$ cat config.mk
export PLATFORM = sky130hd
export DESIGN_NAME = qgi_ctrl
export DESIGN_NICKNAME = d
export VERILOG_FILES = /design/src/qgi_pkg.sv /design/src/qgi_phase_align.sv /design/src/qgi_ctrl.sv
export SDC_FILE = /design/constraint.sdc
export NUM_CORES = 1
export LEC_CHECK = 0
export ABC_CLOCK_PERIOD_IN_PS = 5710
export BUFFER_PORTS_ARGS = -buffer_cell sky130_fd_sc_hd__buf_2
export CAP_MARGIN = 0
export CELL_PAD_IN_SITES_DETAIL_PLACEMENT = 1
export CELL_PAD_IN_SITES_GLOBAL_PLACEMENT = 1
export CORE_MARGIN = 5
export CORE_UTILIZATION = 43
export DETAILED_ROUTE_END_ITERATION = 16
export GPL_ROUTABILITY_DRIVEN = 0
export GPL_TIMING_DRIVEN = 1
export PLACE_DENSITY_LB_ADDON = 0.1
export REMOVE_ABC_BUFFERS = 1
export SLEW_MARGIN = 20
export SYNTH_ARGS = -nofsm -noshare
export SYNTH_HDL_FRONTEND = slang
export SYNTH_SLANG_ARGS = --single-unit
$ cat constraint.sdc
create_clock -name pclk -period 5.71 [get_ports pclk]
set_input_delay 0.571 -clock pclk [delete_from_list [all_inputs] [get_ports pclk]]
set_output_delay 0.571 -clock pclk [all_outputs]
set_load 0.005 [all_outputs]
$ cat src/qgi_pkg.sv
package qgi_pkg;

    // Bus geometry
    localparam int unsigned QGI_AW = 8;                  // APB byte address width
    localparam int unsigned QGI_DW = 32;                 // APB data width

    // Register indices; byte address is four times the index
    localparam logic [5:0] QGI_IDX_GAIN   = 6'h0b;       // Second channel full-scale gain
    localparam logic [5:0] QGI_IDX_ILV    = 6'h0d;       // Interleave control
    localparam logic [5:0] QGI_IDX_STATUS = 6'h10;       // Alignment and sanity status

    // Reset images of the write-only registers
    localparam logic [15:0] QGI_GAIN_RST = 16'h807f;     // Midpoint gain, filler ones
    localparam logic [15:0] QGI_ILV_RST  = 16'h3fff;     // Both mode bits clear

    // Field positions
    localparam int unsigned QGI_GAIN_MSB = 15;           // Gain code top bit
    localparam int unsigned QGI_GAIN_LSB = 7;            // Gain code bottom bit
    localparam int unsigned QGI_ILV_BIT  = 15;           // interleave_enable
    localparam int unsigned QGI_ACP_BIT  = 14;           // auto_phase_control
    localparam int unsigned QGI_ST_LOCK  = 0;            // Phase loop settled
    localparam int unsigned QGI_ST_BAND  = 1;            // Gain outside advised band
    localparam int unsigned QGI_ST_MANIL = 2;            // Interleaving on manual delays

    // Advised gain band and full-scale mapping
    localparam logic [8:0]  QGI_GAIN_LO    = 9'h0c0;     // Lower edge of advised band
    localparam logic [8:0]  QGI_GAIN_HI    = 9'h1c0;     // Upper edge of advised band
    localparam logic [9:0]  QGI_FSR_MIN_MV = 10'h230;    // Full scale at code zero
    localparam logic [17:0] QGI_FSR_SLOPE  = 18'h119;    // Span scaled by 512

    // Timing at the 25 ns bus clock
    localparam int unsigned QGI_CLK_PS        = 25000;   // Clock period in ps
    localparam int unsigned QGI_PD_UPDATE_NS  = 1000;    // Least phase loop update interval
    localparam int unsigned QGI_PD_UPDATE_CYC =
        (QGI_PD_UPDATE_NS * 1000 + QGI_CLK_PS - 1) / QGI_CLK_PS;
    localparam int unsigned QGI_HALF_PER_CYC  = 2;       // Cycles per sample clock half period

    // Mode bits as one carrier
    typedef struct packed {
        logic interleave_enable;                         // Dual edge sampling on
        logic auto_phase_control;                        // Phase loop owns the delay
    } qgi_mode_t;

    // Sampling strobes as one carrier
    typedef struct packed {
        logic i_sample;                                  // First converter samples
        logic q_sample;                                  // Second converter samples
        logic q_from_i_input;                            // Second converter reads shared input
    } qgi_sample_t;

    // Word address hit test, shared by every register decode in qgi_ctrl
    function automatic logic qgi_hit(input logic [QGI_AW-1:0] addr, input logic [5:0] idx);
        return addr[QGI_AW-1:2] == idx && addr[1:0] == 2'h0;
    endfunction

endpackage

$ cat src/qgi_phase_align.sv
`timescale 1ns/1ps
module qgi_phase_align
    import qgi_pkg::*;
#(
    parameter int unsigned CW = 3,                           // Coarse field width
    parameter int unsigned FW = 9                            // Fine field width
)(
    input  wire logic               pclk,                    // Bus clock
    input  wire logic               presetn,                 // Async reset, low
    input  wire logic               update,                  // Loop update enable pulse
    input  wire logic               auto_en,                 // Phase loop owns the delay
    input  wire logic [CW-1:0]      manual_coarse,           // Programmed coarse delay
    input  wire logic [FW-1:0]      manual_fine,             // Programmed fine delay
    input  wire logic               phase_early_pin,         // Detector: second edge early
    input  wire logic               phase_late_pin,          // Detector: second edge late
    output logic [CW+FW-1:0]        sample_delay,            // Delay applied between channels
    output logic                    phase_locked             // Loop on and detector sees half period
);
    localparam int unsigned W = CW + FW;

    // Detector pins cross in through two flops each
    logic [1:0] early_s_q;                                   // Early synchroniser
    logic [1:0] late_s_q;                                    // Late synchroniser
    logic [W-1:0] auto_q;                                    // Loop-held delay
    logic [W-1:0] delay_q;                                   // Registered delay out
    logic         lock_q;                                    // Registered lock flag

    // Loop steers toward no early/late reading
    wire step_up   = update && auto_en && late_s_q[1] && !early_s_q[1];
    wire step_down = update && auto_en && early_s_q[1] && !late_s_q[1];
    wire at_top    = &auto_q;
    wire at_bottom = ~|auto_q;
    // Manual fields are ignored entirely while the loop runs
    wire [W-1:0] delay_d = auto_en ? auto_q : {manual_coarse, manual_fine};

    // Synchronisers
    always_ff @(posedge pclk or negedge presetn)
    begin
        if (!presetn)
        begin
            early_s_q <= 2'h0;
            late_s_q  <= 2'h0;
        end
        else
        begin
            early_s_q <= {early_s_q[0], phase_early_pin};
            late_s_q  <= {late_s_q[0], phase_late_pin};
        end
    end

    // Loop integrator; saturates rather than wrapping round a full period
    always_ff @(posedge pclk or negedge presetn)
    begin
        if (!presetn)
            auto_q <= '0;
        else if (step_up && !at_top)
            auto_q <= auto_q + W'(1);
        else if (step_down && !at_bottom)
            auto_q <= auto_q - W'(1);
    end

    // Output registers
    always_ff @(posedge pclk or negedge presetn)
    begin
        if (!presetn)
        begin
            delay_q <= '0;
            lock_q  <= 1'b0;
        end
        else
        begin
            delay_q <= delay_d;
            lock_q  <= auto_en && !early_s_q[1] && !late_s_q[1];
        end
    end

    assign sample_delay = delay_q;
    assign phase_locked = lock_q;

endmodule // qgi_phase_align

$ cat src/qgi_ctrl.sv
// Design decision made here: register access over APB.
`timescale 1ns/1ps
// Behaviour
// - Full scale tracks nine-bit gain code linearly.
// - Gain code resets to midpoint, no adjustment.
// - Gain changes apply without recalibration.
// - Interleave bit shares one input; resets zero.
// - Interleaved pair samples alternate phases, doubled.
// - Interleave off gives two independent channels.
// - Auto phase bit overrides manual delays; resets zero.
// - Phase loop holds edges half period apart.
// - Auto phase off uses manual delays only.
module qgi_ctrl
    import qgi_pkg::*;
#(
    parameter int unsigned CW        = 3,                    // Coarse delay width
    parameter int unsigned FW        = 9,                    // Fine delay width
    parameter int unsigned HALF_CYC  = QGI_HALF_PER_CYC,     // Sample clock half period
    parameter int unsigned UPD_CYC   = QGI_PD_UPDATE_CYC     // Phase loop update interval
)(
    input  wire logic               pclk,                    // Bus clock, 40 MHz
    input  wire logic               presetn,                 // Async reset, low
    input  wire logic               psel,                    // APB select
    input  wire logic               penable,                 // APB access phase
    input  wire logic               pwrite,                  // APB direction
    input  wire logic [QGI_AW-1:0]  paddr,                   // APB byte address
    input  wire logic [QGI_DW-1:0]  pwdata,                  // APB write data
    output logic [QGI_DW-1:0]       prdata,                  // APB read data
    output logic                    pready,                  // APB ready
    output logic                    pslverr,                 // APB error
    input  wire logic [CW-1:0]      manual_coarse,           // Manual coarse delay
    input  wire logic [FW-1:0]      manual_fine,             // Manual fine delay
    input  wire logic               phase_early_pin,         // Detector early pin
    input  wire logic               phase_late_pin,          // Detector late pin
    output logic [8:0]              q_gain_code,             // Second channel gain code
    output logic [9:0]              q_fullscale_mv,          // Resulting full scale, mV p-p
    output logic                    gain_update,             // Pulse after each gain write
    output qgi_mode_t               mode,                    // Current mode bits
    output qgi_sample_t             sample,                  // Sampling strobes
    output logic [CW+FW-1:0]        sample_delay,            // Inter-channel delay
    output logic                    phase_locked             // Phase loop settled
);
    import qgi_pkg::*;

    // Cycle counter widths
    localparam int unsigned HW = $clog2(HALF_CYC + 1);
    localparam int unsigned UW = $clog2(UPD_CYC + 1);

    // Full scale in mV: 560 at code zero, 700 at midpoint, 840 at top
    function automatic logic [9:0] fsr_mv(input logic [8:0] code);
        logic [17:0] prod;
        prod = 18'(code) * QGI_FSR_SLOPE;
        return QGI_FSR_MIN_MV + 10'(prod[17:9]);
    endfunction

    // Full scale at the reset code, folded to a constant so the reset branch loads a plain value
    localparam logic [9:0] FSR_RST_MV = fsr_mv(QGI_GAIN_RST[QGI_GAIN_MSB:QGI_GAIN_LSB]);

    // Stored control state
    logic [8:0]   gain_q;                                    // Gain code field
    logic         upd_q;                                     // Gain write pulse
    qgi_mode_t    mode_q;                                    // Mode bits
    logic [9:0]   fsr_q;                                     // Registered full scale
    logic [QGI_DW-1:0] rdata_q;                              // Read data, loaded in setup

    // Sampling clock state
    logic [HW-1:0] half_cnt_q;                               // Half period counter
    logic          phase_q;                                  // Low half or high half
    qgi_sample_t   smp_q;                                    // Registered strobes
    logic [UW-1:0] upd_cnt_q;                                // Loop update divider
    logic          upd_tick_q;                               // Loop update pulse

    // Address decode
    wire hit_gain   = qgi_hit(paddr, QGI_IDX_GAIN);
    wire hit_ilv    = qgi_hit(paddr, QGI_IDX_ILV);
    wire hit_status = qgi_hit(paddr, QGI_IDX_STATUS);
    wire hit_any    = hit_gain || hit_ilv || hit_status;

    // Bus phases
    wire setup_ph   = psel && !penable;
    wire access_ph  = psel && penable;
    // Status is read-only; writing it is refused like an unmapped address
    wire bad_access = !hit_any || (hit_status && pwrite);
    wire wr_ok      = access_ph && pwrite && !bad_access;
    wire wr_gain    = wr_ok && hit_gain;
    wire wr_ilv     = wr_ok && hit_ilv;

    // Sampling clock edges
    wire half_end   = half_cnt_q == HW'(HALF_CYC - 1);
    wire rise_tick  = half_end && phase_q;                   // Entering the first half
    wire fall_tick  = half_end && !phase_q;                  // Entering the second half

    // Status word: derived state only, never the stored fields
    logic [QGI_DW-1:0] status_w;
    always_comb
    begin
        status_w = '0;
        status_w[QGI_ST_LOCK]  = phase_locked;
        // Advisory flags; the device still obeys whatever was written
        status_w[QGI_ST_BAND]  = gain_q < QGI_GAIN_LO || gain_q > QGI_GAIN_HI;
        status_w[QGI_ST_MANIL] = mode_q.interleave_enable
                                 && !mode_q.auto_phase_control;
    end

    // Read data: the write-only registers answer zero
    wire [QGI_DW-1:0] rdata_d = hit_status ? status_w : '0;

    // Gain register; only bits 15:7 are kept, the filler bits are dropped
    always_ff @(posedge pclk or negedge presetn)
    begin
        if (!presetn)
            gain_q <= QGI_GAIN_RST[QGI_GAIN_MSB:QGI_GAIN_LSB];
        else if (wr_gain)
            gain_q <= pwdata[QGI_GAIN_MSB:QGI_GAIN_LSB];
    end

    // Gain write pulse; deliberately no calibration request is raised
    always_ff @(posedge pclk or negedge presetn)
    begin
        if (!presetn)
            upd_q <= 1'b0;
        else
            upd_q <= wr_gain;
    end

    // Full scale follows the code on the next edge
    always_ff @(posedge pclk or negedge presetn)
    begin
        if (!presetn)
            fsr_q <= FSR_RST_MV;
        else
            fsr_q <= fsr_mv(gain_q);
    end

    // Interleave register; bits 13:0 carry nothing
    always_ff @(posedge pclk or negedge presetn)
    begin
        if (!presetn)
        begin
            mode_q.interleave_enable  <= QGI_ILV_RST[QGI_ILV_BIT];
            mode_q.auto_phase_control <= QGI_ILV_RST[QGI_ACP_BIT];
        end
        else if (wr_ilv)
        begin
            mode_q.interleave_enable  <= pwdata[QGI_ILV_BIT];
            mode_q.auto_phase_control <= pwdata[QGI_ACP_BIT];
        end
    end

    // Read data is captured in the setup cycle so access needs no wait
    always_ff @(posedge pclk or negedge presetn)
    begin
        if (!presetn)
            rdata_q <= '0;
        else if (setup_ph)
            rdata_q <= rdata_d;
    end

    // Sample clock divider: one half period is HALF_CYC bus cycles
    always_ff @(posedge pclk or negedge presetn)
    begin
        if (!presetn)
        begin
            half_cnt_q <= '0;
            phase_q    <= 1'b0;
        end
        else if (half_end)
        begin
            half_cnt_q <= '0;
            phase_q    <= !phase_q;
        end
        else
            half_cnt_q <= half_cnt_q + HW'(1);
    end

    // Strobes: interleaved pair alternates edges, otherwise both on the rise
    always_ff @(posedge pclk or negedge presetn)
    begin
        if (!presetn)
            smp_q <= '0;
        else if (mode_q.interleave_enable)
        begin
            smp_q.i_sample       <= rise_tick;
            smp_q.q_sample       <= fall_tick;
            smp_q.q_from_i_input <= 1'b1;
        end
        else
        begin
            smp_q.i_sample       <= rise_tick;
            smp_q.q_sample       <= rise_tick;
            smp_q.q_from_i_input <= 1'b0;
        end
    end

    // Loop update pacing; keeps the detector from hunting every cycle
    always_ff @(posedge pclk or negedge presetn)
    begin
        if (!presetn)
        begin
            upd_cnt_q  <= '0;
            upd_tick_q <= 1'b0;
        end
        else if (upd_cnt_q == UW'(UPD_CYC - 1))
        begin
            upd_cnt_q  <= '0;
            upd_tick_q <= 1'b1;
        end
        else
        begin
            upd_cnt_q  <= upd_cnt_q + UW'(1);
            upd_tick_q <= 1'b0;
        end
    end

    // Inter-channel delay: loop or manual fields
    qgi_phase_align #(
        .CW              (CW),
        .FW              (FW)
    ) u_align (
        .pclk            (pclk),
        .presetn         (presetn),
        .update          (upd_tick_q),
        .auto_en         (mode_q.auto_phase_control),
        .manual_coarse   (manual_coarse),
        .manual_fine     (manual_fine),
        .phase_early_pin (phase_early_pin),
        .phase_late_pin  (phase_late_pin),
        .sample_delay    (sample_delay),
        .phase_locked    (phase_locked)
    );

    // APB answers in the first access cycle
    assign pready         = 1'b1;
    assign pslverr        = access_ph && bad_access;
    assign prdata         = rdata_q;

    // Block outputs
    assign q_gain_code    = gain_q;
    assign q_fullscale_mv = fsr_q;
    assign gain_update    = upd_q;
    assign mode           = mode_q;
    assign sample         = smp_q;

endmodule // qgi_ctrl

; Word level (Yosys, flattened, before mapping)
; Cells that the tools add are included.
[classes]
add_sub_neg = 5
mul = 1
order_cmp = 2
eq_ne = 5
n_mux = 8
reduce_logical = 39
[ops]
columns = op, n
row1 = two-way mux 12 bit, 3
row2 = logical AND 1 bit, 23
row3 = "multiplier 9 x 9 -> 18 bit, second input constant", 1
row4 = "adder 12 x 1 -> 12 bit, second input constant", 1
row5 = "equality test 6 x 4 -> 1 bit, second input constant", 2
row6 = AND reduction 12 bit, 1
row7 = OR reduction 12 bit, 1
row8 = "subtractor 12 x 1 -> 12 bit, second input constant", 1
row9 = "adder 10 x 9 -> 10 bit, first input constant", 1
row10 = "greater-than comparator 9 bit, second input constant", 1
row11 = "< comparator 9 x 8 -> 1 bit, second input constant", 1
row12 = zero test 1 bit, 8
row13 = "adder 6 x 1 -> 6 bit, second input constant", 1
row14 = "equality test 6 x 5 -> 1 bit, second input constant", 1
row15 = "equality test 6 bit, second input constant", 1
row16 = two-way mux 6 bit, 1
row17 = logical OR 1 bit, 4
row18 = two-way mux 2 bit, 2
row19 = two-way mux 3 bit, 1
row20 = "adder 2 x 1 -> 2 bit, second input constant", 1
row21 = "equality test 2 x 1 -> 1 bit, second input constant", 1
row22 = zero test 2 bit, 1
row23 = nonzero test 2 bit, 1
row24 = two-way mux 1 bit, 1
[totals]
ff_bits = 96
input_bits = 59
out_inout_bits = 72

; Longest topological paths before layout
[logic_depth]
word_depth = 9
mapped_depth = 17
mapped_depth_nobuf = 17

; By module
; Synthesis repeated with hierarchy kept, for this count alone.
[unflattened]
hier_cells = 421
area_unflattened_um2 = 4484.3
[by_module_without_submodules]
columns = mod, n_inst, cells_each, area_each_um2, seq_area_each_um2
row1 = qgi_ctrl, 1, 278, 2861.5, 959.7
row2 = qgi_phase_align, 1, 143, 1622.8, 725.7

; Least setup slack after synthesis
; No wires, ideal clock.
[synth_path]
path_kind = reg2reg
from = register gain_q[8] (netlist: q_gain_code[8])
to = register fsr_q[8] (netlist: q_fullscale_mv[8])
setup_ns = 0.134
t_arrival_ns = 3.737
required_time_ns = 5.576
slack_ns = 1.839
path_stages_with_launch = 18
period_less_slack_ns = 3.871
path_cell_list = dfstp_2 > inv_1 > ha_1 > inv_1 > ha_1 > fa_1 > ha_1 > ha_1 > a21oi_1 > nand2_1 > a21oi_1 > o21ai_4 > a21oi_1 > xor2_1 > ha_1 > nor2_1 > o21ai_0 > o211ai_1
[synth_via]
elab_chain_len = 2
[synth_rtl]
columns = item, line
row1 = from (decl), qgi_ctrl.sv:60  ; logic [8:0] gain_q;
row2 = from (signal assigned), qgi_ctrl.sv:112  ; gain_q <= QGI_GAIN_RST[QGI_GAIN_MSB:QGI_GAIN_LSB];
row3 = from (signal assigned), qgi_ctrl.sv:114  ; gain_q <= pwdata[QGI_GAIN_MSB:QGI_GAIN_LSB];
row4 = multiplier 9 x 9 -> 18 bit, qgi_ctrl.sv:52  ; prod = 18'(code) * QGI_FSR_SLOPE;
row5 = adder 10 x 9 -> 10 bit, qgi_ctrl.sv:53  ; return QGI_FSR_MIN_MV + 10'(prod[17:9]);
row6 = to (signal assigned), qgi_ctrl.sv:132  ; fsr_q <= fsr_mv(gain_q);
row7 = to (decl), qgi_ctrl.sv:63  ; logic [9:0] fsr_q;
; No other way between the ends.
; A chain may end at the register's enable or synchronous reset.

; Final worst setup path
; Ends and elaborated chain as after synthesis.

==> results.sh <==
export IMPL_layout_drive_gt1_share_pct=26.3
export IMPL_cp_max_fo=9
export IMPL_power_density_mw_per_mm2=234
export IMPL_num_rows=36
export IMPL_htreeDepth=3
export IMPL_stdcell_area_mm2=0.00490
export IMPL_dieArea_mm2=0.0120
export IMPL_hp_class="input port to register"
export IMPL_outcome="finished clean"
export IMPL_clock_latency_ns=0.35
export IMPL_synth_enable_flop_cells=0
export IMPL_critPathRequiredTime_ns=5.92
export IMPL_cts_tree="built"
export IMPL_fmax_mhz=233
export IMPL_grt_start_max_net_pins=68
export IMPL_root_buffer="clkbuf_8"
export IMPL_synth_area_per_cell_um2=10.6
export IMPL_die_x_um=109
export IMPL_netlist_top_cells_area="dfrtp_1, ha_1, buf_4"
export IMPL_ctsHoldBuffers=0
export IMPL_drv_cap=0
export IMPL_post_cts_resized=0
export IMPL_period_needed_ns=4.29
export IMPL_wire_per_inst_um=15.1
export IMPL_cts_reportedPaths_clkPinSlew_ns=0.09
export IMPL_synthDominantCellAreaShare_pct=35.4
export IMPL_start_util_pct=43.9
export IMPL_yosysSeqAreaShare_pct=39.7
export IMPL_grt_usage_pct=16.7
export IMPL_nNetsFinal=608
export IMPL_port_buffer_count=77
export IMPL_setup_tns_ns=0
export IMPL_io_pins=131
export IMPL_worst_pin_slew_ns=0.908
export IMPL_irDropWorstVdd_mv=0.118
export IMPL_cp_start_kind="register"
export IMPL_p_leak_nw=2.59
export IMPL_gr_total_overflow=0
export IMPL_cts_setup_buffers=0
export IMPL_grt_pass1_wl_um=15800
export IMPL_diodes=0
export IMPL_clock_skew_ns=0.0173
export IMPL_synthArstFlopShare_pct=100
export IMPL_setup_viol=0
export IMPL_wl_um=9450
export IMPL_netlist_instances=402
export IMPL_cts_buffers=9
export IMPL_cp_arrival_ns=4.50
export IMPL_clockBufferDepth=2
export IMPL_antenna_found_initial=0
export IMPL_grt_pass1_vias=3318
export IMPL_final_util_pct=50.6
export IMPL_syn_area_mm2=0.00425
export IMPL_place_area_mm2=0.00467
export IMPL_cts_sinks=67
export IMPL_synth_ff_type="dfrtp_1"
export IMPL_area_growth_pct=15.4
export IMPL_relSlewSlack_pct=39.2
export IMPL_drt_iter0_drc=63
export IMPL_die_h_um=109
export IMPL_min_period_over_period_pct=75.1
export IMPL_ant_nets=0
export IMPL_yosysUniqueCellTypes=48
export IMPL_drv_slew=0
export IMPL_yosys_warnings=0
export IMPL_critical_path_class="register to register"
export IMPL_via_per_inst=4.92
export IMPL_hpwl_um=7350
export IMPL_drtPass1Iterations=4
export IMPL_core_area_mm2=0.00968
export IMPL_finalHoldViolCount=0
export IMPL_ys_seq_elements=67
export IMPL_vias=3068
export IMPL_drc=0
export IMPL_synth_top_cell_by_area="dfrtp_1"
export IMPL_crit_path_end_kind="register"
export IMPL_rsz0062_at_grt="no"
state kept, by name, indices dropped and copies added (netlist names):
name                  flops
q_gain_code               9
upd_cnt_q                 6
phase_q                   1
gain_update               1
u_align.sample_delay     12
u_align.late_s_q          2
u_align.auto_q           12
half_cnt_q                2
q_fullscale_mv           10
sample                    3
mode                      2
prdata                    3
u_align.phase_locked      1
upd_tick_q                1
u_align.early_s_q         2
cells in the mapped netlist, types with 2 or more instances:
library cell	instances
a21o_1	5
a21oi_1	17
and3_1	2
buf_4	31
clkbuf_1	3
conb_1	2
dfrtp_1	60
dfstp_2	7
fa_1	9
ha_1	54
inv_1	45
mux2_2	20
mux2i_1	3
nand2_1	21
nand2b_1	5
nand3_1	9
nand4_1	6
nor2_1	15
nor2b_1	4
nor3_1	8
nor3b_1	3
nor4_1	4
o21a_1	3
o21ai_0	18
o21bai_1	3
or3_1	2
xnor2_1	18
xor2_1	5
area by class of cell:
class / count / area [um^2]
Tap cell: 133 / 166
Fill cell: 1110 / 4780
Inverter: 45 / 169
Clock inverter: 7 / 105
Multi-Input combinational cell: 284 / 2250
Sequential cell: 67 / 1690
Clock buffer: 9 / 124
Timing Repair Buffer: 79 / 400
layer usage:
metal	wire [um]	global-route usage, %	vias to the layer above
li1	-	-	1468
met1	3980	19.9	1528
met2	4980	30.6	65
met3	427	3.88	7
met4	63	3.47	0
met5	0	0	-
critical path: stages (launching register included):
cell and delay [ns]:
dfstp_2 0.66, inv_1 0.12, ha_1 0.28, inv_1 0.04, ha_1 0.29, fa_1 0.48
ha_1 0.33, ha_1 0.37, a21oi_1 0.20, nand2_1 0.09, a21oi_1 0.26, o21ai_4 0.12
a21oi_1 0.20, xor2_1 0.17, ha_1 0.21, nor2_1 0.08, o21ai_0 0.16, o211ai_1 0.11
cells by family (layout without fill, tap and decap cells):
kind of cell,after synthesis,after routing,share of synthesized area [%]
xor gates and xnor gates,23,23,4.74
and+or+nand+nor,88,88,11.0
muxes,23,23,6.01
DFF,67,67,39.7
adders and majority gates,63,63,20.2
buffers and inverters,80,140,9.84
other,2,31,0.177
AOI/OAI and AO/OA,56,56,8.43
worst paths after layout:
check | from | to | slack, ns | cells after the start
min in group asynchronous | presetn | q_fullscale_mv[1] | 0.42 | 2
max | q_gain_code[8] | q_fullscale_mv[8] | 1.42 | 17
min reg2reg | u_align.late_s_q[0] | u_align.late_s_q[1] | 0.35 | 0
max reg2reg | q_gain_code[8] | q_fullscale_mv[8] | 1.42 | 17
min | phase_late_pin | u_align.late_s_q[0] | 0.33 | 1
max in group asynchronous | presetn | mode[1] | 4.72 | 2
stage by stage:
step                cells  hold slack (ns)  setup WS (ns)  power (W)
global placement      608            0.338           1.53   0.000689
global route          624            0.305           1.11    0.00121
detailed placement    608            0.336           1.43   0.000696
finish                624            0.328           1.42    0.00114
CTS                   624            0.314           1.41    0.00116
floorplan             396            0.275           1.84   0.000624
report_power, final:
part           total (W)  internal (W)  leakage [nW]  switching [W]
clock network   0.000460      0.000254         0.113       0.000207
registers       0.000517      0.000507         0.835      0.0000101
logic           0.000167     0.0000764          1.64      0.0000909
total            0.00114      0.000837          2.59       0.000308
cells in the final DEF (no fill, tap or decap), types with 15 or more instances in the layout:
master / count
a21oi_1: 17
dfrtp_1: 60
ha_1: 54
xnor2_1: 18
o21ai_0: 18
mux2_2: 20
inv_1: 45
nand2_1: 21
conb_1: 31
nor2_1: 15
buf_2: 77
No activity file was read; power rests on OpenSTA's default activity.
